## config.mk

```make
export PLATFORM = sky130hd
export DESIGN_NAME = srp_ctl
export DESIGN_NICKNAME = d
export VERILOG_FILES = /design/src/srp_pkg.sv /design/src/srp_ctl.sv /design/src/srp_timer.sv
export VERILOG_INCLUDE_DIRS = /design/src
export SDC_FILE = /design/constraint.sdc
export NUM_CORES = 1
export LEC_CHECK = 0
export ABC_AREA = 1
export BUFFER_PORTS_ARGS = -buffer_cell sky130_fd_sc_hd__buf_2
export CORE_MARGIN = 3
export CORE_UTILIZATION = 55
export CTS_BUF_LIST = sky130_fd_sc_hd__clkbuf_4
export DETAILED_ROUTE_END_ITERATION = 16
export PLACE_DENSITY = 0.79
export SYNTH_ARGS = -nofsm -noshare
export SYNTH_HDL_FRONTEND = slang
export SYNTH_SLANG_ARGS = --single-unit
```

## constraint.sdc

```tcl
create_clock -name sys_clk -period 2.1 [get_ports sys_clk]
set_input_delay 0.105 -clock sys_clk [delete_from_list [all_inputs] [get_ports sys_clk]]
set_output_delay 0.105 -clock sys_clk [all_outputs]
set_load 0.01 [all_outputs]
```

## src/srp_params.svh

```systemverilog
// timing counts, field positions and reset values of the refresh and power-down controller
`ifndef SRP_PARAMS_SVH
`define SRP_PARAMS_SVH

// ****************************************************
// clock and device times in ns, and the refresh row count
// ****************************************************
`define SRP_CLK_NS 10
`define SRP_REFRESH_CYCLE_TIME_NS 70
`define SRP_PRECHARGE_PERIOD_NS 20
`define SRP_ROW_ACTIVE_TIME_NS 44
`define SRP_SELF_REFRESH_EXIT_TIME_NS 70
`define SRP_REFRESH_INTERVAL_NS 64000000
`define SRP_REFRESH_ROWS 8192

// ****************************************************
// derived cycle counts (least times round up)
// ****************************************************
`define SRP_RFC_CYC ((`SRP_REFRESH_CYCLE_TIME_NS + `SRP_CLK_NS - 1) / `SRP_CLK_NS)
`define SRP_RP_CYC ((`SRP_PRECHARGE_PERIOD_NS + `SRP_CLK_NS - 1) / `SRP_CLK_NS)
`define SRP_RAS_CYC ((`SRP_ROW_ACTIVE_TIME_NS + `SRP_CLK_NS - 1) / `SRP_CLK_NS)
`define SRP_XSR_RAW ((`SRP_SELF_REFRESH_EXIT_TIME_NS + `SRP_CLK_NS - 1) / `SRP_CLK_NS)
`define SRP_XSR_CYC ((`SRP_XSR_RAW < 2) ? 2 : `SRP_XSR_RAW)
// spacing of single refreshes (longest time rounds down)
`define SRP_ROW_CYC ((`SRP_REFRESH_INTERVAL_NS / `SRP_REFRESH_ROWS) / `SRP_CLK_NS)
// cycles of running clock before gate goes high after self refresh
`define SRP_CLK_STABLE_CYC 4

// ****************************************************
// fields and reset values
// ****************************************************
`define SRP_PRE_SEL_BIT 10
`define SRP_ADDR_W 12
`define SRP_BANKS 4
`define SRP_CKE_RST 1'b0

`endif

```

## src/srp_pkg.sv

```systemverilog
// types of the refresh and power-down controller
`default_nettype none
package srp_pkg;
   // command encoding {cs_n, ras_n, cas_n, we_n}
   typedef enum logic [3:0] {
      CMD_INH = 4'h8,
      CMD_NOP = 4'h7,
      CMD_ACT = 4'h3,
      CMD_RD = 4'h5,
      CMD_WR = 4'h4,
      CMD_PRE = 4'h2,
      CMD_REF = 4'h1
   } srp_cmd_t;
   // controller states
   typedef enum logic [2:0] {
      ST_IDLE = 3'h0,
      ST_REF = 3'h1,
      ST_SR = 3'h2,
      ST_SR_CLK = 3'h3,
      ST_XSR = 3'h4,
      ST_PD = 3'h5
   } srp_state_t;
endpackage : srp_pkg
`default_nettype wire

```

## src/srp_ctl.sv

```systemverilog
// host-side refresh, self refresh, power-down and clock suspend controller
`timescale 1ns/1ns
`default_nettype none
`include "srp_params.svh"

// Notes on behaviour
// - issue one refresh command per refresh
// - precharge all open banks before refresh
// - wait precharge period before refresh
// - only nop during refresh cycle time
// - single refreshes spaced interval over rows
// - burst of refreshes per interval allowed
// - self refresh entry keeps gate low
// - stay in self refresh row active time
// - stable clock, gate high, nops exit time
// - resume distributed refresh after self refresh
// - leave power-down within refresh period
// - power-down exit is nop with gate high
// - refreshes may interleave with other traffic
// - precharge select bit high closes all
module srp_ctl #(
   parameter int ADDR_W = `SRP_ADDR_W,
   parameter int ROW_CYC = `SRP_ROW_CYC
) (
   input wire logic sys_clk,
   input wire logic nrst,
   input wire logic usr_valid,
   input wire srp_pkg::srp_cmd_t usr_cmd,
   input wire logic [ADDR_W-1:0] usr_addr,
   input wire logic [1:0] usr_ba,
   output logic usr_ready,
   input wire logic sr_req,
   input wire logic pd_req,
   input wire logic susp_req,
   output logic sd_clk_run,
   output logic sd_cke,
   output logic sd_cs_n,
   output logic sd_ras_n,
   output logic sd_cas_n,
   output logic sd_we_n,
   output logic [ADDR_W-1:0] sd_addr,
   output logic [1:0] sd_ba,
   output logic st_self_refresh,
   output logic st_power_down,
   output logic st_pd_active
);
   import srp_pkg::*;

   localparam int BW = 8; // width of short wait counter
   localparam int TW = 16; // width of interval timer

   // ****************************************************
   // state
   // ****************************************************
   srp_state_t state_reg; // controller state
   srp_cmd_t cmd_reg; // command on the pins
   logic [ADDR_W-1:0] addr_reg; // address pins
   logic [1:0] ba_reg; // bank pins
   logic cke_reg; // clock gate pin
   logic clk_run_reg; // clock running request
   logic [BW-1:0] busy_reg; // cycles left of current wait
   logic [`SRP_BANKS-1:0] open_reg; // banks with an open row
   logic ref_pend_reg; // refresh owed
   logic ready_reg; // user command may be taken
   logic sr_st_reg; // in self refresh
   logic pd_st_reg; // in power-down
   logic pd_act_reg; // power-down with an open row
   logic take; // user command taken this edge
   logic iv_done; // refresh spacing elapsed
   logic iv_load; // reload spacing timer
   logic quiet; // nothing issued last cycle, no wait left

   assign take = usr_valid && ready_reg;
   assign quiet = (cmd_reg == CMD_NOP) && (busy_reg == '0);
   // restart spacing at each tick and on self refresh exit
   // distributed rate again after exit
   assign iv_load = iv_done || ((state_reg == ST_XSR) && (busy_reg == '0));

   // ****************************************************
   // refresh spacing
   // ****************************************************
   // one refresh owed per interval over rows
   // burst alternative unused, single spacing kept
   srp_timer #(.W(TW)) u_interval (
      .sys_clk(sys_clk),
      .nrst(nrst),
      .load(iv_load),
      .load_val(TW'(ROW_CYC - 1)),
      .done(iv_done)
   );

   // pending flag: set wins over clear
   // each owed refresh issued once
   always_ff @(posedge sys_clk or negedge nrst) begin
      if (!nrst) begin
         ref_pend_reg <= 1'b0;
      end else begin
         ref_pend_reg <= iv_done || (ref_pend_reg && (cmd_reg != CMD_REF));
      end
   end

   // ****************************************************
   // command sequencer
   // ****************************************************
   always_ff @(posedge sys_clk or negedge nrst) begin
      if (!nrst) begin
         state_reg <= ST_IDLE;
         cmd_reg <= CMD_INH;
         addr_reg <= '0;
         ba_reg <= '0;
         cke_reg <= `SRP_CKE_RST;
         clk_run_reg <= 1'b1;
         busy_reg <= '0;
      end else begin
         // nop unless a branch issues something
         cmd_reg <= CMD_NOP;
         if (busy_reg != '0) begin
            busy_reg <= busy_reg - 1'b1;
         end
         unique case (state_reg)
            ST_IDLE: begin
               cke_reg <= 1'b1;
               if (take) begin
                  cmd_reg <= usr_cmd;
                  addr_reg <= usr_addr;
                  ba_reg <= usr_ba;
                  if (usr_cmd == CMD_PRE) begin
                     busy_reg <= BW'(`SRP_RP_CYC - 1);
                  end
               end else if ((ref_pend_reg || sr_req) && quiet) begin
                  if (open_reg != '0) begin
                     // select bit high means all banks
                     cmd_reg <= CMD_PRE;
                     addr_reg <= ADDR_W'(1) << `SRP_PRE_SEL_BIT;
                     busy_reg <= BW'(`SRP_RP_CYC - 1);
                  end else if (ref_pend_reg) begin
                     cmd_reg <= CMD_REF;
                     busy_reg <= BW'(`SRP_RFC_CYC - 1);
                     state_reg <= ST_REF;
                  end else begin
                     cmd_reg <= CMD_REF;
                     cke_reg <= 1'b0;
                     busy_reg <= BW'(`SRP_RAS_CYC - 1);
                     state_reg <= ST_SR;
                  end
               end else if (pd_req && quiet) begin
                  // gate low with nop enters power-down
                  cke_reg <= 1'b0;
                  state_reg <= ST_PD;
               end else if (susp_req) begin
                  // suspend next internal edge while held
                  cke_reg <= 1'b0;
               end
            end
            ST_REF: begin
               // nops until refresh cycle time is over
               if (busy_reg == '0) begin
                  state_reg <= ST_IDLE;
               end
            end
            ST_SR: begin
               // gate held low, clock may stop
               cke_reg <= 1'b0;
               clk_run_reg <= 1'b0;
               // leave only after row active time
               if ((busy_reg == '0) && !sr_req) begin
                  clk_run_reg <= 1'b1;
                  busy_reg <= BW'(`SRP_CLK_STABLE_CYC - 1);
                  state_reg <= ST_SR_CLK;
               end
            end
            ST_SR_CLK: begin
               // clock runs stable before gate rises
               if (busy_reg == '0) begin
                  cke_reg <= 1'b1;
                  busy_reg <= BW'(`SRP_XSR_CYC - 1);
                  state_reg <= ST_XSR;
               end
            end
            ST_XSR: begin
               if (busy_reg == '0) begin
                  state_reg <= ST_IDLE;
               end
            end
            ST_PD: begin
               cke_reg <= 1'b0;
               // exit edge carries nop with gate high
               if (ref_pend_reg || !pd_req) begin
                  cke_reg <= 1'b1;
                  state_reg <= ST_IDLE;
               end
            end
            default: begin
               state_reg <= ST_IDLE;
            end
         endcase
      end
   end

   // ****************************************************
   // open bank tracking
   // ****************************************************
   // auto precharge is not followed: bank stays marked open
   always_ff @(posedge sys_clk or negedge nrst) begin
      if (!nrst) begin
         open_reg <= '0;
      end else if (cmd_reg == CMD_ACT) begin
         open_reg[ba_reg] <= 1'b1;
      end else if (cmd_reg == CMD_PRE) begin
         // all banks or the addressed one
         if (addr_reg[`SRP_PRE_SEL_BIT]) begin
            open_reg <= '0;
         end else begin
            open_reg[ba_reg] <= 1'b0;
         end
      end
   end

   // ****************************************************
   // user handshake and status
   // ****************************************************
   // ready only with no wait and nothing owed
   always_ff @(posedge sys_clk or negedge nrst) begin
      if (!nrst) begin
         ready_reg <= 1'b0;
      end else begin
         ready_reg <= (state_reg == ST_IDLE) && !take && (busy_reg == '0) && !ref_pend_reg
            && !iv_done && !sr_req && !pd_req && !susp_req && (cmd_reg == CMD_NOP);
      end
   end

   // mode flags
   always_ff @(posedge sys_clk or negedge nrst) begin
      if (!nrst) begin
         sr_st_reg <= 1'b0;
         pd_st_reg <= 1'b0;
         pd_act_reg <= 1'b0;
      end else begin
         sr_st_reg <= (state_reg == ST_SR) || (state_reg == ST_SR_CLK);
         pd_st_reg <= (state_reg == ST_PD);
         pd_act_reg <= (state_reg == ST_PD) && (open_reg != '0);
      end
   end

   assign usr_ready = ready_reg;
   assign sd_clk_run = clk_run_reg;
   assign sd_cke = cke_reg;
   assign {sd_cs_n, sd_ras_n, sd_cas_n, sd_we_n} = cmd_reg;
   assign sd_addr = addr_reg;
   assign sd_ba = ba_reg;
   assign st_self_refresh = sr_st_reg;
   assign st_power_down = pd_st_reg;
   assign st_pd_active = pd_act_reg;

   // ****************************************************
   // checks
   // ****************************************************
   logic [BW-1:0] since_ref_reg; // cycles after last refresh
   logic [BW-1:0] since_pre_reg; // cycles after last precharge
   logic [BW-1:0] low_reg; // cycles since gate went low, in any state

   // saturating distance counters
   always_ff @(posedge sys_clk or negedge nrst) begin
      if (!nrst) begin
         since_ref_reg <= '1;
         since_pre_reg <= '1;
         low_reg <= '0;
      end else begin
         since_ref_reg <= (cmd_reg == CMD_REF) ? '0 : ((since_ref_reg == '1) ? since_ref_reg : since_ref_reg + 1'b1);
         since_pre_reg <= (cmd_reg == CMD_PRE) ? '0 : ((since_pre_reg == '1) ? since_pre_reg : since_pre_reg + 1'b1);
         low_reg <= cke_reg ? '0 : ((low_reg == '1) ? low_reg : low_reg + 1'b1);
      end
   end

   ref_nop_a: assert property (@(posedge sys_clk) disable iff (!nrst)
      (cke_reg && since_ref_reg < BW'(`SRP_RFC_CYC - 1)) |-> (cmd_reg == CMD_NOP))
      else $error("command during refresh cycle time");
   ref_closed_a: assert property (@(posedge sys_clk) disable iff (!nrst)
      (cmd_reg == CMD_REF) |-> (open_reg == '0))
      else $error("refresh with an open bank");
   ref_trp_a: assert property (@(posedge sys_clk) disable iff (!nrst)
      (cmd_reg == CMD_REF) |-> (since_pre_reg >= BW'(`SRP_RP_CYC - 1)))
      else $error("refresh before precharge period");
   sr_gate_low_a: assert property (@(posedge sys_clk) disable iff (!nrst)
      (state_reg == ST_SR) |-> !cke_reg && (cmd_reg == CMD_NOP || cmd_reg == CMD_REF))
      else $error("gate not low in self refresh");
   sr_min_time_a: assert property (@(posedge sys_clk) disable iff (!nrst)
      (($past(state_reg) == ST_SR) && (state_reg == ST_SR_CLK)) |-> (low_reg >= BW'(`SRP_RAS_CYC)))
      else $error("self refresh left before row active time");
   sr_stay_a: assert property (@(posedge sys_clk) disable iff (!nrst)
      ($fell(cke_reg) && cmd_reg == CMD_REF) |-> !cke_reg [*4])
      else $error("self refresh left too early");
   xsr_nops_a: assert property (@(posedge sys_clk) disable iff (!nrst)
      ($rose(cke_reg) && $past(state_reg) == ST_SR_CLK) |-> (cmd_reg == CMD_NOP) [*2])
      else $error("command inside self refresh exit time");
   ref_served_a: assert property (@(posedge sys_clk) disable iff (!nrst)
      ($rose(ref_pend_reg) && (state_reg == ST_IDLE || state_reg == ST_PD) && !sr_req)
      |-> ##[1:64] (cmd_reg == CMD_REF))
      else $error("owed refresh not issued");
   pd_exit_a: assert property (@(posedge sys_clk) disable iff (!nrst)
      (state_reg == ST_PD && ref_pend_reg) |=> (cke_reg && cmd_reg == CMD_NOP && state_reg == ST_IDLE))
      else $error("power-down not left for refresh");
endmodule : srp_ctl
`default_nettype wire

```

## src/srp_timer.sv

```systemverilog
// reloadable down counter with zero flag
`timescale 1ns/1ns
`default_nettype none
module srp_timer #(
   parameter int W = 16
) (
   input wire logic sys_clk,
   input wire logic nrst,
   input wire logic load,
   input wire logic [W-1:0] load_val,
   output logic done
);
   logic [W-1:0] count_reg; // cycles left

   // ****************************************************
   // counter
   // ****************************************************
   // load wins, otherwise count down to zero and stop
   always_ff @(posedge sys_clk or negedge nrst) begin
      if (!nrst) begin
         count_reg <= '0;
      end else if (load) begin
         count_reg <= load_val;
      end else if (count_reg != '0) begin
         count_reg <= count_reg - 1'b1;
      end
   end

   assign done = (count_reg == '0);
endmodule : srp_timer
`default_nettype wire

```

Word level (Yosys, flattened, before mapping)
Index checks and enable logic that the tools add are counted.

operators by class
  $add $sub $neg = 2
  $lt $le $gt $ge = 2
  equality and inequality tests = 17
  mux-type cells = 43
  bitwise gates (word level) = 3
  reductions and logical operators = 44

operators with widths
  cell                                                 count
  two-way mux 8 bit                                    6
  two-way mux 12 bit                                   3
  two-way mux 16 bit                                   2
  two-way mux 3 bit                                    10
  one-hot mux 8 bit (3 select lines)                   1
  two-way mux 4 bit                                    5
  logical AND 1 bit                                    17
  zero test 16 bit                                     1
  nonzero test 16 bit                                  1
  subtractor 16 x 1 -> 16 bit (second input constant)  1
  one-hot mux 3 bit (5 select lines)                   1
  == test 4 x 2 -> 1 bit (second input constant)       3
  two-way mux 1 bit                                    10
  zero test 8 bit                                      1
  inequality test 2 bit (second input constant)        4
  nonzero test 2 bit                                   4
  nonzero test 4 bit                                   2
  nonzero test 8 bit                                   1
  subtractor 8 x 1 -> 8 bit (second input constant)    1
  AND reduction 7 bit                                  1
  == test 3 x 2 -> 1 bit (second input constant)       2
  == test 3 bit (second input constant)                2
  zero test 1 bit                                      6
  two-way mux 2 bit                                    3
  other kinds (17)                                     23

word-level totals
  register bits after elaboration = 56
  input port bits = 24
  output and inout bits = 24
  logic and storage cells = 125

Longest topological paths before layout
Gate-level depths: netlist (run 1).

  word-level depth = 10
  depth in mapped cells = 13
  depth with buffers taken out = 12

Cells and area by module
A second synthesis (run 1) with hierarchy kept.

second synthesis, totals
  cell total of the unflattened synthesis = 458
  area total of the unflattened synthesis = 3344.5 µm²

by module, submodules not included
  module     times used  cells each  area each (µm²)  sequential area each (µm²)
  srp_ctl    1           290         2210.9           1003.5
  srp_timer  1           168         1133.6           400.4

Worst setup path after synthesis (run 1)
Ideal clock, no wire load.

  kind = reg-to-reg
  start point = reg busy_reg[0]
  end point = reg busy_reg[0]
  library setup time = 0.122 ns
  arrival time = 1.552 ns
  required time = 1.978 ns
  slack = 0.426 ns
  cell stages (with the launch flop) = 12
  path buffers = 1
  period minus slack after synthesis = 1.674 ns
  cells stage by stage = dfrtp_1 > inv_1 > ha_1 > nand2_1 > nor2_2 > buf_6 > inv_2 > ha_1 > nand2_1 > o211ai_2 > a21oi_1 > nand2_1

between the ends
  longest elaborated chain between the ends = 6
  elaborated cells on any way between the ends = 13
  those cells by class = 1 x add/sub; 7 x mux; 5 x reduce/logical

RTL lines
  element                                                                            line            source
  start, declared                                                                    srp_ctl.sv:61   logic [BW-1:0] busy_reg;
  start signal, assigned                                                             srp_ctl.sv:118  busy_reg <= busy_reg - 1'b1;
  start signal, assigned                                                             srp_ctl.sv:128  busy_reg <= BW'(`SRP_RP_CYC - 1);
  start signal, assigned                                                             srp_ctl.sv:135  busy_reg <= BW'(`SRP_RP_CYC - 1);
  parallel branches: the longest is 5 deep, another holds subtractor 8 x 1 -> 8 bit  -
  one-hot mux 8 bit (3 select lines) *                                               srp_ctl.sv:120  unique case (state_reg)

Every way passes the cells marked *.
A chain may end at the register's enable or synchronous reset.

Worst setup path in the final report (run 1)
  start point = reg busy_reg[0]
  end point = reg addr_reg[2], in the netlist sd_addr[2]

between the ends
  longest elaborated chain between the ends = 5

RTL lines
  element                        line            source
  zero test 8 bit                srp_ctl.sv:74   assign quiet = (cmd_reg == CMD_NOP) && (busy_reg == '0);
  logical AND 1 bit              srp_ctl.sv:74
  logical AND 1 bit              srp_ctl.sv:130  end else if ((ref_pend_reg || sr_req) && quiet) begin
  nonzero test 2 bit (no line)   -
  AND reduction 3 bit (no line)  -
  end signal, assigned           srp_ctl.sv:125  addr_reg <= usr_addr;
  end signal, assigned           srp_ctl.sv:134  addr_reg <= ADDR_W'(1) << `SRP_PRE_SEL_BIT;
  end, declared                  srp_ctl.sv:57   logic [ADDR_W-1:0] addr_reg;

No other way between the ends.

==> flow_metrics.py, run 1 <==
metrics = {
    "setup_path": {
        "endpoint_kind": "register",
        "critPathKind": "register to register",
        "cp-start-kind": "register",
        "required_ps": 2360,
        "r2r_slack_ps": 170,
        "worstPathMaxFanout": 16,
        "regToRegStartpoint": "busy_reg[0]",
        "arrival_ps": 2190,
        "r2r_cells": 9,
        "r2r-end": "sd_addr[2]",
    },
    "global_routing": {
        "antenna_found_initial": 0,
        "grt_pass1_vias": 2453,
        "grt_pass1_wl_um": 11070,
        "grt_max_degree": 57,
        "grt_usage_pct": 22.27,
        "grt.overflow.total": 0,
    },
    "clock_network": {
        "cts_buffers": 5,
        "root_buffer": "clkbuf_4",
        "cts_buffer_depth": 2,
        "cts.sinks": 56,
        "cts-htree-levels": 2,
        "worst_skew_pair.late_latency_ps": 370,
        "path_clk_slew_ps": 150,
        "cts_tree": "built",
        "post_cts_buffers": 0,
    },
    "logic_synthesis": {
        "synth_nets": 373,
        "synth_common_cells": "nand2_1 (58), dfrtp_1 (54), inv_1 (44), nor2_1 (44), nand3_1 (19)",
        "synth_edf_count": 0,
        "ys_seq_area_share_pct": 47.56,
        "yosysMostFrequentCell": "nand2_1",
        "synth_cell_type_count": 38,
        "ys_ff_latch": 56,
        "synth_cells": 345,
        "synth_area_leaders": "dfrtp_1 (46%), nand2_1 (7.4%), inv_1 (5.6%)",
        "synth.top_cell.area_share_pct": 45.78,
        "synth_ff_type": "dfrtp_1",
        "synth-async-reset-ratio_pct": 100.0,
        "synth-warning-count": 0,
        "yosysTopAreaCell": "dfrtp_1",
        "syn_area_um2": 2952,
        "syn_area_per_cell_um2": 8.555,
    },
    "drt": {
        "wl_met3_um": 357,
        "vias": 2523,
        "met2_length_um": 2899,
        "first_pass_iters": 4,
        "drt_wl_total_um": 6438,
        "top_layer": "met4",
        "drtIter0Drc": 171,
        "post_drt_wl_per_cell_um": 13.19,
        "drc": 0,
        "postRouteAntennaNets": 0,
        "drt-vias-per-instance": 5.170,
        "drt-met1-wl_um": 3064,
    },
    "final_layout": {
        "largest_reg_flops": 16,
        "final-seq-area_um2": 1404,
        "stdcell_count": 488,
        "drive_above_1_share_pct": 23.68,
        "fill_cells": 435,
        "area_growth_pct": 20.01,
        "n_antenna_cell": 0,
        "multi_input_area_um2": 1339,
        "final_area_um2": 3542,
        "nNetsFinal": 445,
        "fin_util_pct": 68.91,
    },
    "place": {
        "port_buffers": 47,
        "dp.cells": 462,
        "place_area_um2": 3272,
        "place.gp.congestion": 0.9528,
        "hpwl_um": 4608,
    },
    "min_path": {
        "hold_class": "input port to register",
        "worstHoldPathCells": 4,
        "min_from": "susp_req",
        "hold_end": "usr_ready",
    },
    "floorplan": {
        "core-area_um2": 5140,
        "die_area_um2": 6281,
        "rows": 26,
        "start_util_pct": 57.42,
        "die_h_um": 79.26,
        "die_w_um": 79.26,
        "io_pins": 48,
    },
    "sta": {
        "setup_viol": 0,
        "finalCriticalPeriod_ps": 1926,
        "rsz0062_at_grt": "false",
        "setup-tns-final_ps": 0,
        "finalHoldViolations": 0,
        "post-route-period-util_pct": 91.72,
        "clock_skew_ps": 14.09,
        "finalMaxSlewViolations": 0,
        "fmax_mhz": 519.2,
        "relSlewSlack_pct": 53.61,
        "tightest_slew_ps": 695.8,
    },
    "power_and_ir_drop": {
        "vdd_drop_max_uv": 545.2,
        "finalPower_mw": 3.642,
        "powerDensity_nw_per_um2": 1028,
        "leakagePower_nw": 1.840,
    },
    "flow_run": {
        "drv_cap": 0,
    },
    "status": {
        "status": "finished clean",
    },
}
[final cells by class]
| type | count | area share (%) |
|---|---|---|
| Sequential cell | 56 | 39.63 |
| Multi-Input combinational cell | 236 | 37.80 |
| Timing Repair Buffer | 69 | 12.58 |
| Inverter | 49 | 5.192 |
| Tap cell | 70 | 2.473 |
| Clock buffer | 7 | 1.484 |
| Clock inverter | 1 | 0.8478 |
[what timing repair did]
item,CTS,global route
endpoints found under the hold margin,71,0
hold buffers,18,0
endpoints found under the setup margin,0,16
resized for setup,0,2
[layer usage]
metal  up-vias  track usage, %
met1      1162           31.61
met3        14           4.875
met2        77           34.34
li1       1270               -
met4         0           6.529
met5         -               0
[logic make-up (layout without fill, tap and decap cells)]
| family | after synthesis | count (layout) | share of synthesized area [%] |
|---|---|---|---|
| fa+ha+maj | 4 | 4 | 1.696 |
| buf+inv | 53 | 126 | 7.334 |
| compound gates | 41 | 41 | 9.326 |
| simple gates | 180 | 180 | 30.82 |
| flops | 56 | 56 | 47.56 |
| xor+xnor | 11 | 11 | 3.264 |
[report_power, final]
group | switching (mW) | internal [mW] | total [mW]
sequential | 0.220 | 1.33 | 1.55
clock | 0.313 | 0.279 | 0.592
combinational | 0.899 | 0.603 | 1.50
[cell usage in the layout, fill, tap and decap left out, types with 4 or more instances in the layout]
cell	synthesis	routed
nand2_2	9	9
nor2_1	44	44
inv_2	5	5
xor2_1	7	7
nor3_1	9	9
xnor2_1	4	4
o21ai_0	13	13
buf_4	0	4
nand4_1	12	12
nand3_1	19	19
a22o_1	11	11
buf_2	2	47
nor2_2	7	6
a21oi_1	9	9
dlygate4sd3_1	0	18
clkbuf_4	0	7
nor2_4	4	5
nand2_1	58	58
inv_1	44	44
nor4_1	4	4
dfrtp_1	54	54
[critical path: stages, from the launching register on]
cell,delay (ps)
dfrtp_1,390
inv_1,120
ha_2,220
nand2_1,100
nor2_4,180
buf_4,200
nand4_1,140
nand2_2,120
nand2_4,130
a22o_1,220
[how the worst max path moves through the flow]
stage / from / end / cells past startpoint
detailed placement: busy_reg[0] / sd_addr[3] / 9
floorplan: busy_reg[0] / busy_reg[0] / 11
finish: busy_reg[0] / sd_addr[2] / 9
CTS: busy_reg[0] / cmd_reg[1] / 9
global placement: busy_reg[0] / sd_addr[5] / 9
global route: busy_reg[0] / sd_addr[2] / 9
[through the flow]
step | hold WS, ps | worst slack, ps
detailed placement | 278.8 | 132.3
floorplan | -190.6 | 426.3
finish | 30.39 | 173.9
CTS | 10.30 | 107.9
global placement | 280.5 | 241.8
global route | 17.76 | 16.21
Power figures use the tool's default switching activity.
==> run 2, diff against run 1 <==
- CORE_UTILIZATION: 55 -> 58
- PLACE_DENSITY: 0.79 -> 0.83
==> flow_metrics.py, run 2 (synthesis results as in run 1) <==
metrics = {
    "status": {
        "status": "finished clean",
    },
    "setup_path": {
        "arrival_ps": 2230,
        "required_ps": 2420,
        "critPathKind": "register to register",
        "worstPathMaxFanout": 13,
        "cp-start-kind": "register",
        "endpoint_kind": "register",
    },
    "floorplan": {
        "die_w_um": 77.34,
        "io_pins": 48,
        "die_area_um2": 5981,
        "start_util_pct": 61.27,
        "rows": 25,
        "core-area_um2": 4817,
        "die_h_um": 77.34,
    },
    "global_routing": {
        "grt.overflow.total": 0,
        "grt_pass1_vias": 2559,
        "grt_usage_pct": 24.62,
        "use_met1_pct": 32.25,
        "grt.busiest_layer": "met2",
        "grt_pass1_wl_um": 11800,
        "antenna_found_initial": 0,
        "grtUsageMet3_pct": 6.265,
        "grt_max_degree": 33,
        "met2_usage_pct": 40.33,
    },
    "final_layout": {
        "final_common_cell": "nand2_1",
        "stdcell_count": 485,
        "largest_reg_flops": 16,
        "layout_common_cells": "nand2_1 (58), dfrtp_1 (54), buf_2 (47)",
        "drive_above_1_share_pct": 23.21,
        "area_growth_pct": 19.50,
        "n_antenna_cell": 0,
        "nNetsFinal": 445,
        "fill_cells": 356,
    },
    "place": {
        "place.gp.congestion": 0.9038,
        "dp.cells": 458,
        "port_buffers": 47,
        "hpwl_um": 4676,
    },
    "drt": {
        "postRouteAntennaNets": 0,
        "drtIter0Drc": 173,
        "drc": 0,
        "drt-vias-per-instance": 5.307,
        "first_pass_iters": 4,
        "post_drt_wl_per_cell_um": 14.05,
        "vias": 2574,
        "drt_wl_total_um": 6812,
    },
    "sta": {
        "finalHoldViolations": 0,
        "clock_skew_ps": 12.21,
        "finalCriticalPeriod_ps": 1910,
        "finalMaxSlewViolations": 0,
        "setup-tns-final_ps": 0,
        "tightest_slew_ps": 572.4,
        "post-route-period-util_pct": 90.95,
        "whs_ps": 44.47,
        "setup_viol": 0,
        "rsz0062_at_grt": "false",
        "relSlewSlack_pct": 61.84,
        "fmax_mhz": 523.6,
    },
    "clock_network": {
        "root_buffer": "clkbuf_4",
        "worst_skew_pair.late_latency_ps": 390,
        "cts.sinks": 56,
        "cts_tree": "built",
        "cts_buffers": 5,
        "cts_buffer_depth": 2,
        "path_clk_slew_ps": 170,
        "cts-htree-levels": 2,
        "cts-resized-gates": 0,
        "post_cts_buffers": 0,
    },
    "flow_run": {
        "drv_cap": 0,
    },
    "power_and_ir_drop": {
        "leakagePower_nw": 1.834,
        "vdd_drop_max_uv": 558.0,
        "powerDensity_nw_per_um2": 1005,
    },
    "min_path": {
        "hold_class": "input port to register",
    },
}
## run 2: cell types whose count changed in the layout (fill, tap and decap cells not counted), sizes merged
cell,delta
buf,-1
clkinv,+1
bufinv,-1
dlygate4sd3,+1
clkbuf,-2
inv,+2
## run 2: timing repair
item / in CTS / in global routing
hold buffers: 19 / 0
setup endpoints to repair: 0 / 0
endpoints found under the hold margin: 41 / 0
## run 2: cell type report
class / count / area [um2] / area share, %
clock inverters: 3 / 26.28 / 0.7449
inverters: 49 / 183.9 / 5.215
multi-input cells: 236 / 1331 / 37.74
repair buffers: 69 / 460.4 / 13.05
well taps: 67 / 83.83 / 2.377
flip-flops and latches: 56 / 1404 / 39.80
clock buffers: 5 / 37.54 / 1.064
## run 2: per-stage QoR
| step | power (mW) | area [um2] | utilization (%) | setup slack, ps |
|---|---|---|---|---|
| detailed placement | 3.023 | 3273 | 67.95 | 238.5 |
| CTS | 3.546 | 3527 | 73.22 | 212.2 |
| global placement | 2.972 | 3273 | 67.95 | 309.9 |
| finish | 3.545 | 3527 | 73.22 | 190.1 |
| floorplan | 2.678 | 2952 | - | 426.3 |
| global route | 3.854 | 3527 | 73.22 | 64.05 |
## run 2: layer usage
layer / vias up / share of wire (%)
li1: 1265 / -
met2: 90 / 46
met1: 1201 / 45
met3: 18 / 6.7
met5: - / 0
met4: 0 / 2.3
## run 2: path summary, 6_finish.rpt
path | start | end | slack (ps) | depth (start not counted)
setup / recovery | busy_reg[0] | u_interval.count_reg[3] | 190 | 9
hold / removal | usr_cmd[0] | cmd_reg[0] | 40 | 3
setup reg to reg | busy_reg[0] | u_interval.count_reg[3] | 190 | 9
hold reg to reg | u_interval.count_reg[0] | u_interval.count_reg[0] | 500 | 1
max in group asynchronous | nrst | cmd_reg[3] | 1250 | 3
min in group asynchronous | nrst | u_interval.count_reg[7] | 220 | 2
## run 2: power breakdown
group / total, mW / leakage [nW] / switching [mW] / internal (mW)
combinational: 1.49 / 1.10 / 0.892 / 0.602
clock: 0.500 / 0.0362 / 0.357 / 0.142
sequential: 1.55 / 0.696 / 0.223 / 1.33
total: 3.55 / 1.83 / 1.47 / 2.07
## run 2: critical path, cell delays in order (launching register included)
cell and delay [ps]:
dfrtp_1 390, inv_1 120, ha_1 230, nand2_1 80
nor2_2 100, buf_4 200, nand3_1 90, nand2_1 360
inv_1 160, o21ai_0 100
==> run 3, diff against run 2 <==
- CORE_UTILIZATION: 58 -> 59
- SYNTH_HIERARCHICAL: default -> 1
==> flow_metrics.py, run 3 <==
metrics = {
    "clock_network": {
        "path_clk_slew_ps": 160,
        "cts_buffers": 5,
        "cts_tree": "built",
        "worst_skew_pair.late_latency_ps": 380,
        "root_buffer": "clkbuf_4",
        "cts.sinks": 56,
        "cts_buffer_depth": 2,
        "cts-htree-levels": 2,
    },
    "logic_synthesis": {
        "syn_area_um2": 3344,
        "syn_area_per_cell_um2": 7.302,
        "ys_seq_area_share_pct": 41.98,
        "synth_ff_type": "dfrtp_1",
        "synth-warning-count": 6,
        "synth_common_cells": "nand2_1 (147), inv_1 (55), dfrtp_1 (54), nor2_1 (44), nand3_1 (33)",
        "synth.top_cell.area_share_pct": 40.40,
        "synth_area_leaders": "dfrtp_1 (40%), nand2_1 (16%), inv_1 (6.2%)",
        "synth_edf_count": 0,
        "synth_cells": 458,
        "yosysTopAreaCell": "dfrtp_1",
        "synth_cell_type_count": 37,
        "synth-async-reset-ratio_pct": 100.0,
        "ys_ff_latch": 56,
        "yosysMostFrequentCell": "nand2_1",
    },
    "sta": {
        "finalHoldViolations": 0,
        "relSlewSlack_pct": 58.44,
        "whs_ps": 18.40,
        "fmax_mhz": 505.9,
        "rsz0062_at_grt": "false",
        "setup_viol": 0,
        "post-route-period-util_pct": 94.12,
        "finalMaxSlewViolations": 0,
        "timing.final.ws_setup_ps": 123.5,
        "tightest_slew_ps": 623.4,
        "clock_skew_ps": 6.105,
        "finalCriticalPeriod_ps": 1977,
        "setup-tns-final_ps": 0,
    },
    "drt": {
        "first_pass_iters": 5,
        "drtIter0Drc": 255,
        "post_drt_wl_per_cell_um": 13.22,
        "vias": 3256,
        "top_layer": "met4",
        "postRouteAntennaNets": 0,
        "drt_wl_total_um": 8155,
        "met2_length_um": 3888,
        "wl_met3_um": 522,
        "drt-met1-wl_um": 3585,
        "drc": 0,
        "drt-vias-per-instance": 5.277,
    },
    "global_routing": {
        "grt_pass1_wl_um": 13690,
        "grt_pass1_vias": 3009,
        "grt_usage_pct": 26.67,
        "antenna_found_initial": 0,
        "grt.overflow.total": 0,
        "grt_max_degree": 31,
    },
    "final_layout": {
        "nNetsFinal": 573,
        "area_growth_pct": 19.68,
        "drive_above_1_share_pct": 20.84,
        "layout_common_cells": "nand2_1 (147), inv_1 (54), dfrtp_1 (54)",
        "final_common_cell": "nand2_1",
        "largest_reg_flops": 16,
        "n_antenna_cell": 0,
    },
    "status": {
        "status": "finished clean",
    },
    "setup_path": {
        "r2r-end": "u_interval/count_reg[12]",
        "regToRegStartpoint": "u_interval/count_reg[0]",
        "endpoint_kind": "register",
        "required_ps": 2390,
        "arrival_ps": 2270,
        "critPathKind": "register to register",
        "r2r_slack_ps": 120,
        "cp-start-kind": "register",
        "worstPathMaxFanout": 9,
        "r2r_cells": 12,
    },
    "min_path": {
        "hold_class": "input port to register",
        "hold_end": "cmd_reg[2]",
        "min_from": "usr_cmd[2]",
        "worstHoldPathCells": 3,
    },
    "power_and_ir_drop": {
        "powerDensity_nw_per_um2": 415.1,
        "switchingPower_uw": 390.9,
        "clockPowerShare_pct": 29.4,
        "finalPower_mw": 1.661,
        "swShare_pct": 23.53,
        "p_int_mw": 1.270,
        "combPwrFrac_pct": 5.5,
        "p_seq_share_pct": 65.0,
        "leakagePower_nw": 2.271,
        "vdd_drop_max_uv": 327.1,
    },
    "floorplan": {
        "rows": 26,
        "core-area_um2": 5303,
        "die_area_um2": 6608,
        "die_h_um": 81.29,
        "die_w_um": 81.29,
        "start_util_pct": 63.07,
        "io_pins": 48,
    },
    "flow_run": {
        "drv_cap": 0,
    },
    "place": {
        "port_buffers": 47,
        "place.gp.congestion": 0.8856,
        "hpwl_um": 5623,
        "dpl_worst_slack_ps": 66.97,
    },
}
run 3: cell types whose count changed in the layout (fill, tap and decap cells not counted), sizes merged, moves of 7 or more:
cell / change
nand2: +90
conb: +16
nand3: +16
a22o: -11
inv: +10
nand4: -7
nor2: +7
o21ai: +7
run 3: stage by stage:
stage | area (um2) | instances | util [%]
6_report | 4003 | 617 | 75.48
4_1_cts | 3975 | 615 | 74.96
5_1_grt | 4003 | 617 | 75.48
3_5_place_dp | 3744 | 590 | 70.60
2_1_floorplan | 3397 | 472 | -
3_3_place_gp | 3744 | 590 | 70.60
run 3: area by class of cell:
type,count,area [um2]
clock inverter,2,16.27
tap,70,87.58
inverter,61,229.0
clock buffer,6,45.04
fill,391,1300
timing repair buffer,72,481.7
sequential,56,1404
multi-input combinational,350,1739
run 3: critical path: stages, from the launching register on:
cell     delay, ps
dfrtp_1        400
inv_1          110
ha_1           190
nand2_2        120
nor2_4         130
nand3_1        100
nor3_1         150
inv_1          100
o21ai_2        100
inv_2          110
or2_2          280
nand2_1         70
nor2_1          40
run 3: worst max path at each step:
stage	from	cells after the start	end	slack [ps]
6_report	u_interval/count_reg[0]	12	u_interval/count_reg[12]	120
5_1_grt	u_interval/count_reg[0]	12	u_interval/count_reg[12]	1
4_1_cts	u_interval/count_reg[0]	12	u_interval/count_reg[12]	30
3_3_place_gp	u_interval/count_reg[0]	12	u_interval/count_reg[12]	140
2_1_floorplan	u_interval/count_reg[0]	12	u_interval/count_reg[3]	240
3_5_place_dp	u_interval/count_reg[0]	12	u_interval/count_reg[12]	70
run 3: power groups by stage:
stage	combinational (mW)	clock, mW	sequential [mW]
3_5_place_dp	0.0651	0	1.10
4_1_cts	0.0887	0.493	1.08
2_1_floorplan	0.0121	0	1.10
5_1_grt	0.103	0.543	1.08
3_3_place_gp	0.0639	0	1.10
6_report	0.0918	0.489	1.08
run 3: logic make-up (layout without fill, tap and decap cells):
kind of cell	Yosys count	after routing	share of synthesized area, %
buffers and inverters	66	141	7.856
AOI/OAI and AO/OA	43	43	7.221
xor gates and xnor gates	10	10	2.619
adders and majority gates	3	3	1.122
DFF	56	56	41.98
and+or+nand+nor	278	278	38.98
other	2	16	0.2246
run 3: metal layers:
| metal | global-route usage [%] | up-vias |
|---|---|---|
| met1 | 35.45 | 1521 |
| li1 | - | 1592 |
| met5 | 0 | - |
| met4 | 7.264 | 0 |
| met3 | 5.100 | 16 |
| met2 | 44.46 | 127 |
run 3: timing repair:
action                                 in CTS  in global routing
resized for setup                           0                  4
setup endpoints to repair                   0                 11
endpoints found under the hold margin      42                  0
hold buffers                               17                  0
buffers inserted                            0                  2
